==> config.mk <==
export PLATFORM = sky130hd
export DESIGN_NAME = ergen_top
export DESIGN_NICKNAME = d
export VERILOG_FILES = /design/src/shared/ergen_pkg.sv /design/src/verilog/ergen_fifo.sv /design/src/verilog/ergen_line_coder.sv /design/src/verilog/ergen_top.sv
export SDC_FILE = /design/constraint.sdc
export NUM_CORES = 1
export LEC_CHECK = 0
export BUFFER_PORTS_ARGS = -buffer_cell sky130_fd_sc_hd__buf_2
export CAP_MARGIN = 30
export CORE_ASPECT_RATIO = 1.75
export CORE_MARGIN = 10
export CORE_UTILIZATION = 30
export CTS_CLUSTER_DIAMETER = 60
export CTS_CLUSTER_SIZE = 25
export DETAILED_ROUTE_END_ITERATION = 8
export HOLD_SLACK_MARGIN = 0.1
export SYNTH_ARGS = -nofsm -noshare
export SYNTH_HDL_FRONTEND = slang
export SYNTH_SLANG_ARGS = --single-unit
==> constraint.sdc <==
create_clock -name ref_clk -period 5.8 [get_ports ref_clk]
set_input_delay 1.74 -clock ref_clk [delete_from_list [all_inputs] [get_ports ref_clk]]
set_output_delay 1.74 -clock ref_clk [all_outputs]
set_load 0.02 [all_outputs]
==> src/shared/ergen_pkg.sv <==
// Purpose: Shared constants and types for the E1/T1 reference generator
// Assumes: 10 MHz system clock, 2048 kHz reference sampled on it
// Notes: Frame positions count bits from zero at the frame start
package ergen_pkg;
   localparam int REF_KHZ = 2048;
   localparam int T1_KHZ = 1544;
   localparam int ACC_W = 8;
   // Fractional step per reference edge giving the T1 rate
   localparam logic [8:0] ACC_STEP = 9'(T1_KHZ * (1 << ACC_W) / REF_KHZ);
   localparam int SLOT_BITS = 8;
   localparam int E1_SLOTS = 32;
   localparam int T1_CHANNELS = 24;
   localparam int E1_FRAMES = 16;
   localparam int T1_FRAMES = 24;
   localparam logic [7:0] E1_LAST = 8'(E1_SLOTS * SLOT_BITS - 1);
   localparam logic [7:0] T1_LAST = 8'(T1_CHANNELS * SLOT_BITS);
   localparam logic [4:0] E1_FRM_LAST = 5'(E1_FRAMES - 1);
   localparam logic [4:0] T1_FRM_LAST = 5'(T1_FRAMES - 1);
   // Slot zero of even frames: Si then alignment word, sent msb first
   localparam logic [7:0] E1_FAS_BYTE = 8'h9B;
   localparam logic [5:0] T1_FPS = 6'h0B;
   localparam logic [5:0] CRC6_POLY = 6'h03;
   localparam logic [2:0] SA_FIRST_POS = 3'h3;
   localparam logic [2:0] A_BIT_POS = 3'h2;
   localparam logic [2:0] SA_SEL_MAX = 3'h4;
   // Register port
   localparam int ADDR_W = 2;
   localparam int DATA_W = 8;
   localparam logic [1:0] REG_CTRL = 2'h0;
   localparam logic [1:0] REG_SSM = 2'h1;
   localparam logic [1:0] REG_STAT = 2'h2;
   localparam int CTRL_MODE = 0;
   localparam int CTRL_SEL_LSB = 1;
   localparam logic MODE_RST = 1'b0;
   localparam logic [2:0] SEL_RST = 3'h0;
   localparam logic [3:0] SSM_RST = 4'hF;
   localparam int FIFO_DEPTH = 8;

   typedef enum logic [1:0] {SYM_ZERO, SYM_ONE, SYM_VIOL, SYM_BAL} ergen_sym_e;
   typedef enum logic {FR_RESTART, FR_RUN} ergen_fr_e;
   typedef struct packed {
      logic data;
      logic frameStart;
   } ergen_bit_s;

   // One bit step of the x^6+x+1 check sum
   function automatic logic [5:0] crc6_step(input logic [5:0] crc, input logic b);
      logic fb;
      fb = b ^ crc[5];
      return {crc[4:0], 1'b0} ^ (fb ? CRC6_POLY : 6'h00);
   endfunction
endpackage

==> src/verilog/ergen_fifo.sv <==
// Purpose: Small bit FIFO between framer and line coder
// Assumes: Single clock, flush empties it in one cycle
// Notes: Pointers carry one extra bit so full and empty are exact
`timescale 1ns/100ps
`default_nettype none
module ergen_fifo #(
   parameter int WIDTH = 2,
   parameter int DEPTH = 8
) (
   input wire logic ref_clk,
   input wire logic rst,
   input wire logic flush,
   input wire logic [WIDTH-1:0] inData,
   input wire logic inValid,
   output logic inReady,
   output logic [WIDTH-1:0] outData,
   output logic outValid,
   input wire logic outReady
);
   import ergen_pkg::*;
   localparam int PW = $clog2(DEPTH);
   logic [WIDTH-1:0] memQ [DEPTH];
   logic [PW:0] wrPtrQ;
   logic [PW:0] rdPtrQ;
   wire push = inValid && inReady;
   wire pop = outValid && outReady;
   wire [PW:0] used = wrPtrQ - rdPtrQ;

   // Status and head word
   assign inReady = used != (PW + 1)'(DEPTH);
   assign outValid = used != '0;
   assign outData = memQ[rdPtrQ[PW-1:0]];

   // Pointers; flush drops whatever is queued
   always_ff @(posedge ref_clk) begin
      if (rst || flush) begin
         wrPtrQ <= '0;
         rdPtrQ <= '0;
      end else begin
         wrPtrQ <= wrPtrQ + (PW + 1)'(push);
         rdPtrQ <= rdPtrQ + (PW + 1)'(pop);
      end
   end

   // Storage needs no reset
   always_ff @(posedge ref_clk) begin
      if (push) begin
         memQ[wrPtrQ[PW-1:0]] <= inData;
      end
   end
endmodule
`default_nettype wire

==> src/verilog/ergen_line_coder.sv <==
// Purpose: HDB3 or B8ZS coder with dual-rail line outputs
// Assumes: One bit enters and one symbol leaves per bit tick
// Notes: Delay line of eight symbols; E1 taps the fourth stage
`timescale 1ns/100ps
`default_nettype none
module ergen_line_coder (
   input wire logic ref_clk,
   input wire logic rst,
   input wire logic flush,
   input wire logic t1Mode,
   input wire logic bitTick,
   input wire ergen_pkg::ergen_bit_s inData,
   input wire logic inValid,
   output logic inReady,
   output logic linePosQ,
   output logic lineNegQ,
   output logic frameMarkQ
);
   import ergen_pkg::*;
   ergen_sym_e symQ [8];
   ergen_sym_e symD [8];
   logic [7:0] markQ;
   logic [7:0] isZero;
   logic lastPolQ;
   logic parQ;
   logic [3:0] zeroRunQ;

   // Output tap and pulse bookkeeping
   wire [2:0] tap = t1Mode ? 3'h7 : 3'h3;
   wire ergen_sym_e outSym = symQ[tap];
   wire outViol = outSym == SYM_VIOL;
   wire outPulse = (outSym == SYM_ONE) || (outSym == SYM_BAL);
   wire parAfter = outViol ? 1'b0 : parQ ^ outPulse;
   wire pulsePol = outViol ? lastPolQ : !lastPolQ;
   wire ergen_sym_e newSym = (inValid && inData.data) ? SYM_ONE : SYM_ZERO;
   wire run4 = (newSym == SYM_ZERO) && (&isZero[2:0]);
   wire run8 = (newSym == SYM_ZERO) && (&isZero[6:0]);
   assign inReady = bitTick;

   // Shift plus zero-run substitution
   always_comb begin
      for (int i = 0; i < 8; i++) begin
         isZero[i] = symQ[i] == SYM_ZERO;
      end
      for (int i = 7; i > 0; i--) begin
         symD[i] = symQ[i-1];
      end
      symD[0] = newSym;
      if (!t1Mode && run4) begin
         // Odd pulse count since last violation gives 000V, even gives B00V
         symD[3] = parAfter ? SYM_ZERO : SYM_BAL;
         symD[0] = SYM_VIOL;
      end else if (t1Mode && run8) begin
         symD[4] = SYM_VIOL;
         symD[3] = SYM_BAL;
         symD[1] = SYM_VIOL;
         symD[0] = SYM_BAL;
      end
   end

   // Line state; idle marks fill the line until frames arrive
   always_ff @(posedge ref_clk) begin
      if (rst || flush) begin
         for (int i = 0; i < 8; i++) begin
            symQ[i] <= SYM_ONE;
         end
         markQ <= 8'h00;
         lastPolQ <= 1'b0;
         parQ <= 1'b0;
         linePosQ <= 1'b0;
         lineNegQ <= 1'b0;
         frameMarkQ <= 1'b0;
      end else if (bitTick) begin
         symQ <= symD;
         markQ <= {markQ[6:0], inValid && inData.frameStart};
         parQ <= parAfter;
         lastPolQ <= (outPulse || outViol) ? pulsePol : lastPolQ;
         linePosQ <= (outPulse || outViol) && pulsePol;
         lineNegQ <= (outPulse || outViol) && !pulsePol;
         frameMarkQ <= markQ[tap];
      end
   end

   // Checking aid: length of the current run of zero symbols
   always_ff @(posedge ref_clk) begin
      if (rst || flush) begin
         zeroRunQ <= 4'h0;
      end else if (bitTick) begin
         zeroRunQ <= (outPulse || outViol) ? 4'h0 : zeroRunQ + 4'h1;
      end
   end
endmodule
`default_nettype wire

==> src/verilog/ergen_top.sv <==
// Purpose: E1/T1 reference clock and framed all-ones generator
// Assumes: ref2048 and register port are synchronous to ref_clk
// Notes: All rates come from reference edges, no other timebase
// Operation
// - Every output rate is derived from the one 2048 kHz reference input.
// - Clock output runs 1544 kHz in T1 and 2048 kHz in E1.
// - Framed payload bytes are all ones, nothing else inserted.
// - Framed bits leave at 1544 kbit/s in T1, 2048 kbit/s in E1.
// - T1 frames are grouped as an extended superframe.
// - Line code is HDB3 in E1 and B8ZS in T1.
// - One mode selection governs all outputs together.
// - Mode may change while running; a change restarts the stream.
// - Indicator outputs show the selected mode.
// - Unused spare bits Sa4 to Sa8 are sent as one.
// - Status message spare bit is selectable, Sa4 after reset.
// - E1 frame has 32 slots of 64 kbit/s, slot zero reserved.
// - T1 frame holds 24 channels.
//
// Our own choices: the register addresses and the address-and-strobe port.
`timescale 1ns/100ps
`default_nettype none
module ergen_top (
   input wire logic ref_clk,
   input wire logic rst,
   input wire logic ref2048,
   input wire logic [ergen_pkg::ADDR_W-1:0] regAddr,
   input wire logic [ergen_pkg::DATA_W-1:0] regWData,
   input wire logic regWr,
   input wire logic regRd,
   output logic [ergen_pkg::DATA_W-1:0] regRDataQ,
   output logic clkOutQ,
   output logic linePosQ,
   output logic lineNegQ,
   output logic frameMarkQ,
   output logic ledE1Q,
   output logic ledT1Q
);
   import ergen_pkg::*;

   logic refQ;
   logic [ACC_W-1:0] accQ;
   logic ctrlT1Q;
   logic modeQ;
   logic restartQ;
   logic [2:0] selQ;
   logic [3:0] ssmCodeQ;
   ergen_fr_e frStateQ;
   logic [7:0] posQ;
   logic [4:0] frmQ;
   logic [5:0] crcQ;
   logic [5:0] crcSentQ;
   ergen_bit_s wrBit;
   ergen_bit_s rdBit;
   logic fifoInReady;
   logic fifoOutValid;
   logic coderReady;

   // Reference edges and fractional divider for the T1 rate
   wire refEdge = ref2048 ^ refQ;
   wire [ACC_W:0] accSum = {1'b0, accQ} + ACC_STEP;
   wire toggle = refEdge && (modeQ ? accSum[ACC_W] : 1'b1);
   wire bitTick = toggle && !clkOutQ;

   // No reset on the sampled level, so a release never fakes a reference edge
   always_ff @(posedge ref_clk) begin
      refQ <= ref2048;
   end

   // Clock output toggles on selected edges; divider restarts with mode
   always_ff @(posedge ref_clk) begin
      if (rst || restartQ) begin
         accQ <= '0;
      end else if (refEdge) begin
         accQ <= accSum[ACC_W-1:0];
      end
   end

   always_ff @(posedge ref_clk) begin
      if (rst) begin
         clkOutQ <= 1'b0;
      end else begin
         clkOutQ <= clkOutQ ^ toggle;
      end
   end

   // Register decode
   wire ctrlWr = regWr && (regAddr == REG_CTRL);
   wire ssmWr = regWr && (regAddr == REG_SSM);
   wire [2:0] selWr = regWData[CTRL_SEL_LSB +: 3];
   wire [DATA_W-1:0] rdMux =
      (regAddr == REG_CTRL) ? {4'h0, selQ, ctrlT1Q} :
      (regAddr == REG_SSM) ? {4'h0, ssmCodeQ} :
      (regAddr == REG_STAT) ? {1'b0, fifoOutValid, frmQ, modeQ} : 8'h00;

   // Writes; a selection beyond Sa8 is ignored to keep the old choice
   always_ff @(posedge ref_clk) begin
      if (rst) begin
         ctrlT1Q <= MODE_RST;
         selQ <= SEL_RST;
         ssmCodeQ <= SSM_RST;
      end else begin
         if (ctrlWr) begin
            ctrlT1Q <= regWData[CTRL_MODE];
            selQ <= (selWr <= SA_SEL_MAX) ? selWr : selQ;
         end
         if (ssmWr) begin
            ssmCodeQ <= regWData[3:0];
         end
      end
   end

   always_ff @(posedge ref_clk) begin
      if (rst) begin
         regRDataQ <= '0;
      end else begin
         regRDataQ <= regRd ? rdMux : '0;
      end
   end

   // One active mode for every output; a change restarts the stream
   always_ff @(posedge ref_clk) begin
      if (rst) begin
         modeQ <= MODE_RST;
         restartQ <= 1'b1;
         ledE1Q <= 1'b1;
         ledT1Q <= 1'b0;
      end else begin
         modeQ <= ctrlT1Q;
         restartQ <= ctrlT1Q != modeQ;
         ledE1Q <= !modeQ;
         ledT1Q <= modeQ;
      end
   end

   // E1 slot zero content: alignment word or spare bits
   wire [2:0] bitN = posQ[2:0];
   wire [2:0] saIdx = bitN - SA_FIRST_POS;
   wire ssmBit = ssmCodeQ[2'h3 - frmQ[2:1]];
   wire saBit = (saIdx == selQ) ? ssmBit : 1'b1;
   wire fasBit = E1_FAS_BYTE[3'h7 - bitN];
   wire nfasBit = (bitN < SA_FIRST_POS) ? (bitN != A_BIT_POS) : saBit;
   wire e1Bit = (posQ[7:3] != 5'h00) ? 1'b1 : (frmQ[0] ? nfasBit : fasBit);

   // T1 framing bit: pattern, check sum or idle data link
   wire [2:0] sfIdx = frmQ[4:2];
   wire fBit = (frmQ[1:0] == 2'h3) ? T1_FPS[3'h5 - sfIdx] :
      (frmQ[1:0] == 2'h1) ? crcSentQ[3'h5 - sfIdx] : 1'b1;
   wire t1Bit = (posQ == 8'h00) ? fBit : 1'b1;

   wire frmBit = modeQ ? t1Bit : e1Bit;
   wire [7:0] posLast = modeQ ? T1_LAST : E1_LAST;
   wire [4:0] frmLast = modeQ ? T1_FRM_LAST : E1_FRM_LAST;
   wire posWrap = posQ == posLast;
   wire sfEnd = posWrap && (frmQ == frmLast);
   wire fifoWr = (frStateQ == FR_RUN) && fifoInReady;
   wire [5:0] crcNext = crc6_step(crcQ, (posQ == 8'h00) ? 1'b1 : frmBit);
   assign wrBit.data = frmBit;
   assign wrBit.frameStart = posQ == 8'h00;

   // Framer walks bit, frame and multiframe counters as the FIFO accepts
   always_ff @(posedge ref_clk) begin
      if (rst || restartQ) begin
         frStateQ <= FR_RESTART;
         posQ <= 8'h00;
         frmQ <= 5'h00;
         crcQ <= 6'h00;
         crcSentQ <= 6'h00;
      end else begin
         case (frStateQ)
            FR_RESTART: begin
               frStateQ <= FR_RUN;
            end
            FR_RUN: begin
               if (fifoWr) begin
                  posQ <= posWrap ? 8'h00 : posQ + 8'h01;
                  if (posWrap) begin
                     frmQ <= (frmQ == frmLast) ? 5'h00 : frmQ + 5'h01;
                  end
                  crcQ <= sfEnd ? 6'h00 : crcNext;
                  crcSentQ <= (sfEnd && modeQ) ? crcNext : crcSentQ;
               end
            end
            default: begin
               frStateQ <= FR_RESTART;
            end
         endcase
      end
   end

   // Bits wait here for the line rate; a full FIFO stalls the framer
   ergen_fifo #(
      .WIDTH($bits(ergen_bit_s)),
      .DEPTH(FIFO_DEPTH)
   ) u_fifo (
      .ref_clk(ref_clk),
      .rst(rst),
      .flush(restartQ),
      .inData(wrBit),
      .inValid(frStateQ == FR_RUN),
      .inReady(fifoInReady),
      .outData(rdBit),
      .outValid(fifoOutValid),
      .outReady(coderReady)
   );

   ergen_line_coder u_coder (
      .ref_clk(ref_clk),
      .rst(rst),
      .flush(restartQ),
      .t1Mode(modeQ),
      .bitTick(bitTick),
      .inData(rdBit),
      .inValid(fifoOutValid),
      .inReady(coderReady),
      .linePosQ(linePosQ),
      .lineNegQ(lineNegQ),
      .frameMarkQ(frameMarkQ)
   );

   // Checking aid: clock toggles over 256 reference edges in T1
   logic [7:0] edgeCntQ;
   logic [8:0] togCntQ;
   always_ff @(posedge ref_clk) begin
      if (rst || restartQ) begin
         edgeCntQ <= 8'h00;
         togCntQ <= 9'h000;
      end else if (refEdge) begin
         edgeCntQ <= edgeCntQ + 8'h01;
         togCntQ <= (edgeCntQ == 8'hFF) ? 9'h000 : togCntQ + 9'(toggle);
      end
   end
endmodule
`default_nettype wire
==> reports/qor.csv, run 1 <==
stage,metric,value,unit
cts,cts_hold_buffers,0,
die,initial_utilization,0.3068,
cts,worst_skew_pair.late_latency,0.35,ns
global_routing,grt.overflow.total,0,
timing,tightestPinTransition,0.9416,ns
synthesis,postSynth.asyncResetShare,0,
min_path,hp-class,flop to flop,
synthesis,synth_edf_count,16,
power,peakVddDrop,0.1365,mV
global_routing,first_global_vias,3729,
cts,cts_tree,yes,
finish,nNetsFinal,558,
die,fp.dieW,116.5,um
setup_path,r2r-start,u_fifo.rdPtrQ[2]$_SDFF_PN0_,
power,power_frac_comb,0.075,
setup_path,crit_chain,"buf_2, xnor2_1, a31oi_1, ha_1, buf_4, inv_1, nor2_1, ha_1, ha_1, xnor2_1, nor2_1",
power,pwr-share-clk,0.402,
timing,relSlewSlack,0.3723,
timing,period_needed,3.707,ns
power,p_leak,0.001959,uW
timing,setup_violations,0,
finish,drive_above_1_share,0.1069,
setup_path,crit_path_end_kind,flop,
setup_path,reg2reg_depth,10,
global_routing,grt_max_degree,48,
cts,clk_path_buf_depth,2,
timing,grt_setup_unrepaired,no,
timing,final-hold-violation-count,0,
power,p_int,1136,uW
setup_path,crit_family,buffers and inverters,
synthesis,avgSynthCellArea,9.502,um2
outcome,status,"complete, no violations",
die,io_pins,29,
cts,cts_resized,0,
timing,finalCritPeriodShare,0.6391,
routing,wl_per_cell,14.36,um
synthesis,ys_seq_area_frac,0.4746,
placed_design,portBuffers,23,
finish,most-common-layout-cells,"dfxtp_1, nor2_1, nand2_1",
setup_path,critPathMaxFanout,37,
power,cellPowerDensity,274.7,nW/um2
cts,cts.sinks,108,
setup_path,critPathKind,input pin to flop,
timing,fin_worst_skew,0.01038,ns
setup_path,slowest_stage,buf_4,
setup_path,required,6.00,ns
global_routing,antenna_found_initial,0,
die,die-area,22020,um2
setup_path,cp-start-kind,input pin,
routing,vias,3617,
routing,drc_errors,0,
power,p_sw_frac,0.2415,
placed_design,post-dp-hpwl,7668,um
synthesis,syn_inst,515,
synthesis,syn_area,4893,um2
cts,cts-buffers-inserted,9,
setup_path,worstPathArrival,3.91,ns
power,p_switching,361.6,uW
die,fp-row-count,61,
timing,fin_setup_tns,0,ns
finish,area_growth,11.40,%
cts,htree_levels,3,
finish,final_common_cell,dfxtp_1,
placed_design,gp_routability_congestion,0.8394,
timing,whs,0.4683,ns
setup_path,worstSetupEndpoint,u_fifo.rdPtrQ[2]$_SDFF_PN0_,
synthesis,yosys_most_used_dff,dfxtp_1,
cts,path_clk_slew,0.07,ns
finish,diodes,0,
setup_path,rr_endpoint,u_fifo.wrPtrQ[2]$_SDFF_PN0_,
routing,ant_nets,0,
synthesis,yosys-top-cells-area,"dfxtp_1, edfxtp_1, mux2i_1",
setup_path,path_buf_inv,3,
setup_path,crit_top_cell,ha_1,
global_routing,grt_pass1_wl,17720,um
routing,wl,10370,um
global_routing,grt_usage,0.09983,
synthesis,ys_types,57,
setup_path,cp_num_cells,11,
timing,fmax,269.8,MHz
job,max_cap_viol_count,0,
synthesis,synth_top_area_frac,0.3764,
routing,first_pass_iters,4,
die,die_h,189.0,um
synthesis,synth_fp_nets,545,
synthesis,ys_ff_latch,108,
timing,slew_viol_final,0,
cts,clockRootBuffer,clkbuf_16,
setup_path,cpPeakStageDelay,0.39,ns
synthesis,yosys.area.top_type,dfxtp_1,
routing,viasPerCell,5.010,
synthesis,ys_warn_count,0,
cts,cts_setup_buffers,0,
die,core_region_area,15950,um2
setup_path,ff2ff_setup_slack,2.61,ns
setup_path,startpoint,ref2048,
routing,drt_iter0_drc,172,
power,power_frac_seq,0.523,
==> cell families (layout without fill, tap and decap cells) <==
| family | Yosys count | count (layout) | synth area share |
|---|---|---|---|
| simple gates | 205 | 205 | 0.1989 |
| fa+ha+maj | 15 | 15 | 0.03835 |
| xor+xnor | 30 | 30 | 0.05651 |
| flops | 108 | 108 | 0.4746 |
| other cells | 1 | 1 | 0.0007663 |
| compound gates | 74 | 74 | 0.09973 |
| buf+inv | 42 | 60 | 0.03554 |
| mux | 40 | 40 | 0.09563 |
==> worst min-delay path by stage <==
stage | start | endpoint | slack, ns | cells after the start
2_1_floorplan | u_coder.symQ[0]$_SDFFE_PN1P_ | u_coder.symQ[0]$_SDFFE_PN1P_ | 0.44 | 2
3_3_place_gp | u_coder.symQ[0]$_SDFFE_PN1P_ | u_coder.symQ[0]$_SDFFE_PN1P_ | 0.45 | 2
3_5_place_dp | u_coder.symQ[0]$_SDFFE_PN1P_ | u_coder.symQ[0]$_SDFFE_PN1P_ | 0.46 | 2
4_1_cts | crcQ[2]$_SDFFE_PN0P_ | crcQ[2]$_SDFFE_PN0P_ | 0.48 | 2
5_1_grt | u_coder.symQ[0]$_SDFFE_PN1P_ | u_coder.symQ[0]$_SDFFE_PN1P_ | 0.50 | 2
6_report | u_coder.symQ[0]$_SDFFE_PN1P_ | u_coder.symQ[0]$_SDFFE_PN1P_ | 0.47 | 2
==> layer usage <==
metal	global-route usage	wire, um	share of wire	vias to the layer above
met5	0	0	0	-
met3	0.01994	258	0.025	20
li1	-	-	-	1821
met1	0.09845	3977	0.38	1727
met4	0.05014	318	0.031	0
met2	0.1881	5816	0.56	49
==> Yosys cell counts (5+ instances only) <==
| cell type | number |
|---|---|
| nand2b_1 | 6 |
| nand3_1 | 13 |
| dfxtp_1 | 92 |
| a211o_1 | 6 |
| nand2_1 | 44 |
| nand4_1 | 9 |
| and3_1 | 9 |
| nor2b_1 | 7 |
| clkbuf_1 | 16 |
| xor2_1 | 16 |
| a31oi_1 | 7 |
| nor3_1 | 10 |
| mux2i_1 | 31 |
| and2_1 | 6 |
| a21oi_1 | 25 |
| o21ai_0 | 16 |
| nor4_1 | 5 |
| edfxtp_1 | 16 |
| xnor2_1 | 13 |
| mux4_2 | 5 |
| nor2_1 | 81 |
| inv_1 | 18 |
| ha_1 | 15 |
==> metrics by stage <==
step           utilization  total power, uW  cell area (um2)  setup slack [ns]  std cells
6_report            0.3418             1497             5451             2.093        722
5_1_grt             0.3418             1564             5451             1.924        722
4_1_cts             0.3418             1517             5451             2.044        722
3_5_place_dp        0.3233            914.3             5157             1.686        706
3_3_place_gp        0.3233            910.4             5157             1.706        706
2_1_floorplan            -            884.5             4893             2.495        515
==> cell type report <==
type | count | area (um2)
clock buffers | 11 | 254.0
fillers | 1566 | 10500
multi-input cells | 365 | 2397
repair buffers | 25 | 130.1
well taps | 189 | 236.5
flip-flops and latches | 108 | 2322
clock inverters | 5 | 40.04
inverters | 19 | 71.32
==> sequential cells by signal (all words and copies together) (netlist names), 4 cells and up <==
signal and count:
u_fifo.memQ 16, accQ 8, posQ 8, u_coder.markQ 8
u_coder.symD 8, u_coder.symQ 8, regRDataQ 7, crcQ 6
crcSentQ 6, frmQ 5, ssmCodeQ 4, u_fifo.rdPtrQ 4
u_fifo.wrPtrQ 4
==> power groups by stage <==
| stage | registers [uW] | clock network, uW | logic (uW) |
|---|---|---|---|
| 2_1_floorplan | 802 | 0 | 82.1 |
| 3_3_place_gp | 800 | 0 | 110 |
| 3_5_place_dp | 801 | 0 | 113 |
| 4_1_cts | 784 | 620 | 114 |
| 5_1_grt | 785 | 653 | 125 |
| 6_report | 784 | 602 | 112 |
==> worst reg2reg max path: cells and delay by family, from the launching register on <==
kind	cells	cell delay, ns
AO/OA/AOI/OAI	3	1.16
XOR/XNOR	1	0.13
adder cells (fa/ha/maj)	3	0.89
buffers and inverters	2	0.45
flip-flops	1	0.39
AND/OR/NAND/NOR	1	0.05
Power figures use the tool's default switching activity.
==> inputs of run 2 (changes only) <==
Clock period 5.8 ns to 3.6 ns, I/O delays scaled along.
==> run 2 against run 1 <==
  * Critical endpoint is now crcSentQ[5]$_SDFFE_PN0P_
  * Setup slack lost 1.2 ns
  * Register-to-register slack lost 1.7 ns
  * Routed wire length shrank 0.37%
  * Highest routed layer unchanged
  * Clock skew is essentially flat
  * Power grew 62%
==> reports/qor.csv, run 2 (synthesis gave the netlist of run 1 again) <==
stage,metric,value,unit
outcome,status,"complete, no violations",
cts,clockRootBuffer,clkbuf_16,
finish,largest_register_ffs,16,
setup_path,slowest_stage,dfxtp_1,
timing,setup_violations,0,
die,fp.dieW,116.5,um
job,max_cap_viol_count,0,
routing,wl,10330,um
min_path,holdPathStages,2,
die,die-area,22020,um2
timing,slew_viol_final,0,
global_routing,grt_usage,0.09702,
die,initial_utilization,0.3068,
cts,worst_skew_pair.late_latency,0.36,ns
global_routing,grt.overflow.total,0,
cts,clk_path_buf_depth,2,
timing,tightestPinTransition,0.8491,ns
cts,cts_hold_buffers,0,
power,peakVddDrop,0.1857,mV
finish,diodes,0,
setup_path,reg2reg_depth,9,
timing,fin_worst_skew,0.01067,ns
power,pwr-share-clk,0.406,
cts,cts-buffers-inserted,9,
timing,whs,0.4747,ns
power,power_frac_seq,0.519,
setup_path,crit_family,simple AND/OR/NAND/NOR gates,
timing,grt_setup_unrepaired,no,
power,p_switching,623.7,uW
timing,finalCritPeriodShare,0.7545,
setup_path,crit_path_end_kind,flop,
global_routing,grt_pass1_wl,17130,um
placed_design,portBuffers,23,
routing,drc_errors,0,
timing,fmax,368.2,MHz
setup_path,crit_chain,"inv_1, ha_1, and3b_1, nor3_1, o41ai_4, inv_2, and3_1, mux2i_1, nor2_1",
setup_path,cp-start-kind,flop,
setup_path,required,3.82,ns
setup_path,critPathKind,flop to flop,
timing,fin_setup_tns,0,ns
timing,relSlewSlack,0.4332,
power,p_int,1808,uW
setup_path,worstPathArrival,2.94,ns
cts,htree_levels,3,
setup_path,cp_num_cells,9,
routing,vias,3626,
finish,drive_above_1_share,0.1121,
finish,most-common-layout-cells,"dfxtp_1, nor2_1, nand2_1",
setup_path,cpPeakStageDelay,0.51,ns
power,p_sw_frac,0.2564,
power,p_leak,0.001966,uW
routing,drt_iter0_drc,132,
routing,wl_per_cell,14.27,um
die,die_h,189.0,um
die,io_pins,29,
finish,area_growth,11.89,%
global_routing,first_global_vias,3661,
cts,cts_tree,yes,
finish,nNetsFinal,560,
global_routing,antenna_found_initial,0,
power,cellPowerDensity,444.2,nW/um2
routing,viasPerCell,5.008,
placed_design,gp_routability_congestion,0.8329,
die,core_region_area,15950,um2
placed_design,post-dp-hpwl,7736,um
timing,final-hold-violation-count,0,
setup_path,critPathMaxFanout,19,
global_routing,grt_max_degree,47,
cts,cts_resized,0,
cts,cts_setup_buffers,0,
finish,final_util,0.3432,
min_path,hp-class,flop to flop,
die,fp-row-count,61,
setup_path,path_buf_inv,2,
cts,cts.sinks,108,
finish,final_common_cell,dfxtp_1,
timing,period_needed,2.716,ns
routing,ant_nets,0,
cts,path_clk_slew,0.07,ns
power,power_frac_comb,0.075,
routing,first_pass_iters,4,
==> run 2: final timing paths <==
path	startpoint	end	slack, ns
setup / recovery	u_fifo.rdPtrQ[1]$_SDFF_PN0_	crcSentQ[5]$_SDFFE_PN0P_	0.88
setup reg to reg	u_fifo.rdPtrQ[1]$_SDFF_PN0_	crcSentQ[5]$_SDFFE_PN0P_	0.88
hold reg to reg	u_coder.markQ[0]$_SDFFE_PN0P_	u_coder.markQ[0]$_SDFFE_PN0P_	0.47
hold / removal	u_coder.markQ[0]$_SDFFE_PN0P_	u_coder.markQ[0]$_SDFFE_PN0P_	0.47
==> run 2: area by class of cell <==
type	instances	area, um2
inverters	19	71.32
multi-input cells	365	2397
fillers	1552	10480
repair buffers	27	145.1
clock inverters	7	77.57
clock buffers	9	225.2
well taps	189	236.5
flip-flops and latches	108	2322
==> run 2: power groups by stage <==
| stage | logic (uW) | registers [uW] | clock network (uW) |
|---|---|---|---|
| 3_3_place_gp | 180 | 1290 | 0 |
| 2_1_floorplan | 132 | 1290 | 0 |
| 4_1_cts | 185 | 1260 | 1010 |
| 5_1_grt | 203 | 1270 | 1060 |
| 3_5_place_dp | 185 | 1290 | 0 |
| 6_report | 182 | 1260 | 987 |
==> run 2: per-layer routing <==
layer | global-route usage | share of wire | up-vias | wire, um
li1 | - | - | 1813 | -
met1 | 0.09150 | 0.37 | 1743 | 3866
met2 | 0.1842 | 0.56 | 48 | 5773
met3 | 0.01741 | 0.026 | 22 | 268
met4 | 0.05922 | 0.041 | 0 | 422
met5 | 0 | 0 | - | 0
==> run 2: per-stage QoR <==
| step | instances | power, uW | setup slack, ns | cell area (um2) |
|---|---|---|---|---|
| 2_1_floorplan | 515 | 1425 | 0.9545 | 4893 |
| 3_3_place_gp | 708 | 1471 | 0.6828 | 5172 |
| 3_5_place_dp | 708 | 1477 | 0.6519 | 5172 |
| 4_1_cts | 724 | 2460 | 0.8595 | 5475 |
| 5_1_grt | 724 | 2530 | 0.6758 | 5475 |
| 6_report | 724 | 2432 | 0.8839 | 5475 |
==> run 2: tightest hold or removal path: stages, from the launching register on <==
cell     delay, ns
dfxtp_1       0.31
nand2_1       0.06
a21oi_1       0.06
==> inputs of run 3 (changes only) <==
Settings changed: ABC_AREA from default to 1.
Clock period 3.6 ns to 2.85 ns, I/O delays scaled along.
==> run 3 against run 2 <==
  * Sequential power up 28%
  * Routed wire length up 6.3%
  * Worst hold slack worse by 0.018 ns
  * Non-clock buffer count up 7
  * Via count up 13%
  * Critical path type unchanged
  * Critical endpoint is now u_coder.lineNegQ$_SDFFE_PN0P_
  * Highest routed layer unchanged
==> reports/qor.csv, run 3 <==
stage,metric,value,unit
routing,ant_nets,0,
setup_path,worstPathArrival,2.62,ns
power,power_frac_seq,0.493,
power,power_frac_comb,0.086,
cts,cts-buffers-inserted,9,
synthesis,synth_commonest_cells,"nand2_1, dfxtp_1, inv_1",
global_routing,antenna_found_initial,0,
routing,wl_met2,6130,um
setup_path,slowest_stage,dfxtp_1,
setup_path,cpPeakStageDelay,0.38,ns
min_path,worstHoldEndpoint,u_coder.symQ[0]$_SDFFE_PN1P_,
synthesis,ys_types,50,
setup_path,cp-start-kind,flop,
synthesis,yosys-top-cells-area,"dfxtp_1, nand2_1, edfxtp_1",
cts,htree_levels,3,
die,die-area,22460,um2
setup_path,rr_endpoint,u_coder.lineNegQ$_SDFFE_PN0P_,
placed_design,placed_cell_area,5373,um2
timing,setup_violations,0,
die,io_pins,29,
cts,clk_path_buf_depth,2,
min_path,holdPathStages,2,
placed_design,gp_routability_congestion,0.7696,
cts,worst_skew_pair.late_latency,0.36,ns
routing,drc_errors,0,
timing,tightestPinTransition,0.5045,ns
timing,fin_worst_skew,0.01603,ns
routing,wl_met3,280,um
setup_path,required,3.15,ns
setup_path,crit_chain,"ha_1, inv_1, nor4_1, nor3_1, a21oi_1, ha_1, clkinv_1, buf_4, nor2_1, inv_1, nor2_1, a21oi_1, nor2_1",
finish,diodes,0,
timing,whs,0.4569,ns
power,p_leak,0.002325,uW
cts,clockRootBuffer,clkbuf_16,
setup_path,crit_family,simple AND/OR/NAND/NOR gates,
finish,largest_register_ffs,16,
finish,final_cell_area,5710,um2
cts,cts.sinks,108,
timing,fmax,432.1,MHz
power,peakVddDrop,0.2760,mV
synthesis,yosys.area.top_type,dfxtp_1,
synthesis,synth_top_area_frac,0.3679,
synthesis,syn_inst,644,
setup_path,critPathMaxFanout,25,
routing,highest_layer,met4,
synthesis,avgSynthCellArea,7.773,um2
timing,final-hold-violation-count,0,
power,pwr-share-clk,0.421,
timing,slew_viol_final,0,
min_path,hp-class,flop to flop,
die,die_h,190.9,um
synthesis,synth_edf_count,16,
cts,path_clk_slew,0.09,ns
die,fp-row-count,62,
synthesis,yosysMostFrequentCell,nand2_1,
setup_path,ff2ff_setup_slack,0.54,ns
setup_path,reg2reg_depth,13,
timing,fin_setup_tns,0,ns
routing,wl,10990,um
finish,nNetsFinal,697,
power,cellPowerDensity,573.1,nW/um2
timing,finalCritPeriodShare,0.8120,
timing,grt_setup_unrepaired,no,
routing,wl_per_cell,12.26,um
job,max_cap_viol_count,0,
power,p_int,2404,uW
setup_path,crit_top_cell,nor2_1,
global_routing,grt.overflow.total,0,
placed_design,post-dp-hpwl,8242,um
synthesis,postSynth.asyncResetShare,0,
outcome,status,"complete, no violations",
timing,relSlewSlack,0.6633,
cts,cts_setup_buffers,0,
routing,viasPerCell,4.568,
routing,first_pass_iters,4,
finish,most-common-layout-cells,"nand2_1, dfxtp_1, inv_1",
timing,period_needed,2.314,ns
power,p_sw_frac,0.2653,
cts,cts_tree,yes,
routing,wl_met1,4205,um
min_path,hp-start,u_coder.symQ[0]$_SDFFE_PN1P_,
finish,final_common_cell,nand2_1,
synthesis,ys_seq_area_frac,0.4639,
setup_path,critPathKind,flop to flop,
global_routing,grt_pass1_wl,18170,um
synthesis,yosys_most_used_dff,dfxtp_1,
synthesis,ys_ff_latch,108,
cts,cts_hold_buffers,0,
setup_path,crit_path_end_kind,flop,
synthesis,ys_warn_count,0,
finish,fillers,1804,
placed_design,portBuffers,23,
die,core_region_area,16450,um2
synthesis,syn_area,5006,um2
global_routing,grt_usage,0.09831,
setup_path,path_buf_inv,4,
finish,area_growth,14.07,%
die,initial_utilization,0.3044,
power,p_switching,868.2,uW
global_routing,grt_max_degree,39,
global_routing,first_global_vias,3962,
die,fp.dieW,117.7,um
cts,cts_resized,0,
synthesis,synth_fp_nets,674,
routing,vias,4093,
setup_path,r2r-start,accQ[0]$_SDFFE_PN0P_,
routing,drt_iter0_drc,169,
finish,drive_above_1_share,0.1116,
[run 3: cell families (layout without fill, tap and decap cells)]
group           Yosys count  after routing  synth area share
compound gates          113            113            0.1362
xor+xnor                 13             13           0.02274
fa+ha+maj                15             15           0.03749
buf+inv                 113            141           0.09347
flops                   108            108            0.4639
other cells               1              1         0.0007491
simple gates            281            281            0.2454
[run 3: cell type report]
class | count | area (um2) | share of cell area
clock buffer | 9 | 225.2 | 0.03944
clock inverter | 7 | 112.6 | 0.01972
inverter | 91 | 344.1 | 0.06025
multi-input combinational | 423 | 2216 | 0.3880
sequential | 108 | 2322 | 0.4067
tap | 224 | 280.3 | 0.04908
timing repair buffer | 34 | 210.2 | 0.03681
[run 3: worst max path at each step]
| stage | from | end | slack [ns] | cells after the start |
|---|---|---|---|---|
| after floorplan | ref2048 | u_fifo.rdPtrQ[2]$_SDFF_PN0_ | 0.28 | 11 |
| after global placement | ref2048 | u_coder.lineNegQ$_SDFFE_PN0P_ | 0.23 | 13 |
| after detailed placement | ref2048 | u_coder.lineNegQ$_SDFFE_PN0P_ | 0.16 | 13 |
| after CTS | accQ[0]$_SDFFE_PN0P_ | u_coder.lineNegQ$_SDFFE_PN0P_ | 0.54 | 13 |
| after global routing | accQ[0]$_SDFFE_PN0P_ | u_coder.lineNegQ$_SDFFE_PN0P_ | 0.31 | 13 |
| final | accQ[0]$_SDFFE_PN0P_ | u_coder.lineNegQ$_SDFFE_PN0P_ | 0.54 | 13 |
[run 3: per-stage QoR]
stage	worst slack, ns	power [uW]	cells	utilization
finish	0.5357	3273	896	0.3472
global route	0.3097	3410	896	0.3472
CTS	0.5358	3312	896	0.3472
detailed placement	0.1619	1934	880	0.3267
global placement	0.2253	1929	880	0.3267
floorplan	0.2752	1849	644	-
[run 3: worst reg2reg max path, cell delays in order, from the launching register on]
cell	delay, ns
dfxtp_1	0.38
ha_1	0.18
inv_1	0.06
nor4_1	0.31
nor3_1	0.09
a21oi_1	0.13
ha_1	0.19
clkinv_1	0.13
buf_4	0.25
nor2_1	0.17
inv_1	0.08
nor2_1	0.16
a21oi_1	0.06
nor2_1	0.09
[run 3: metal layers]
| metal | vias to the layer above | GRT usage |
|---|---|---|
| met3 | 25 | 0.01601 |
| met4 | 0 | 0.05540 |
| met5 | - | 0 |
| met1 | 1878 | 0.09250 |
| met2 | 56 | 0.1948 |
| li1 | 2134 | - |
[run 3: power by group through the flow]
stage          clock, uW  sequential, uW  combinational, uW
6_report            1380            1610                282
5_1_grt             1470            1620                322
4_1_cts             1410            1610                286
3_5_place_dp           0            1650                286
3_3_place_gp           0            1650                282
2_1_floorplan          0            1650                201
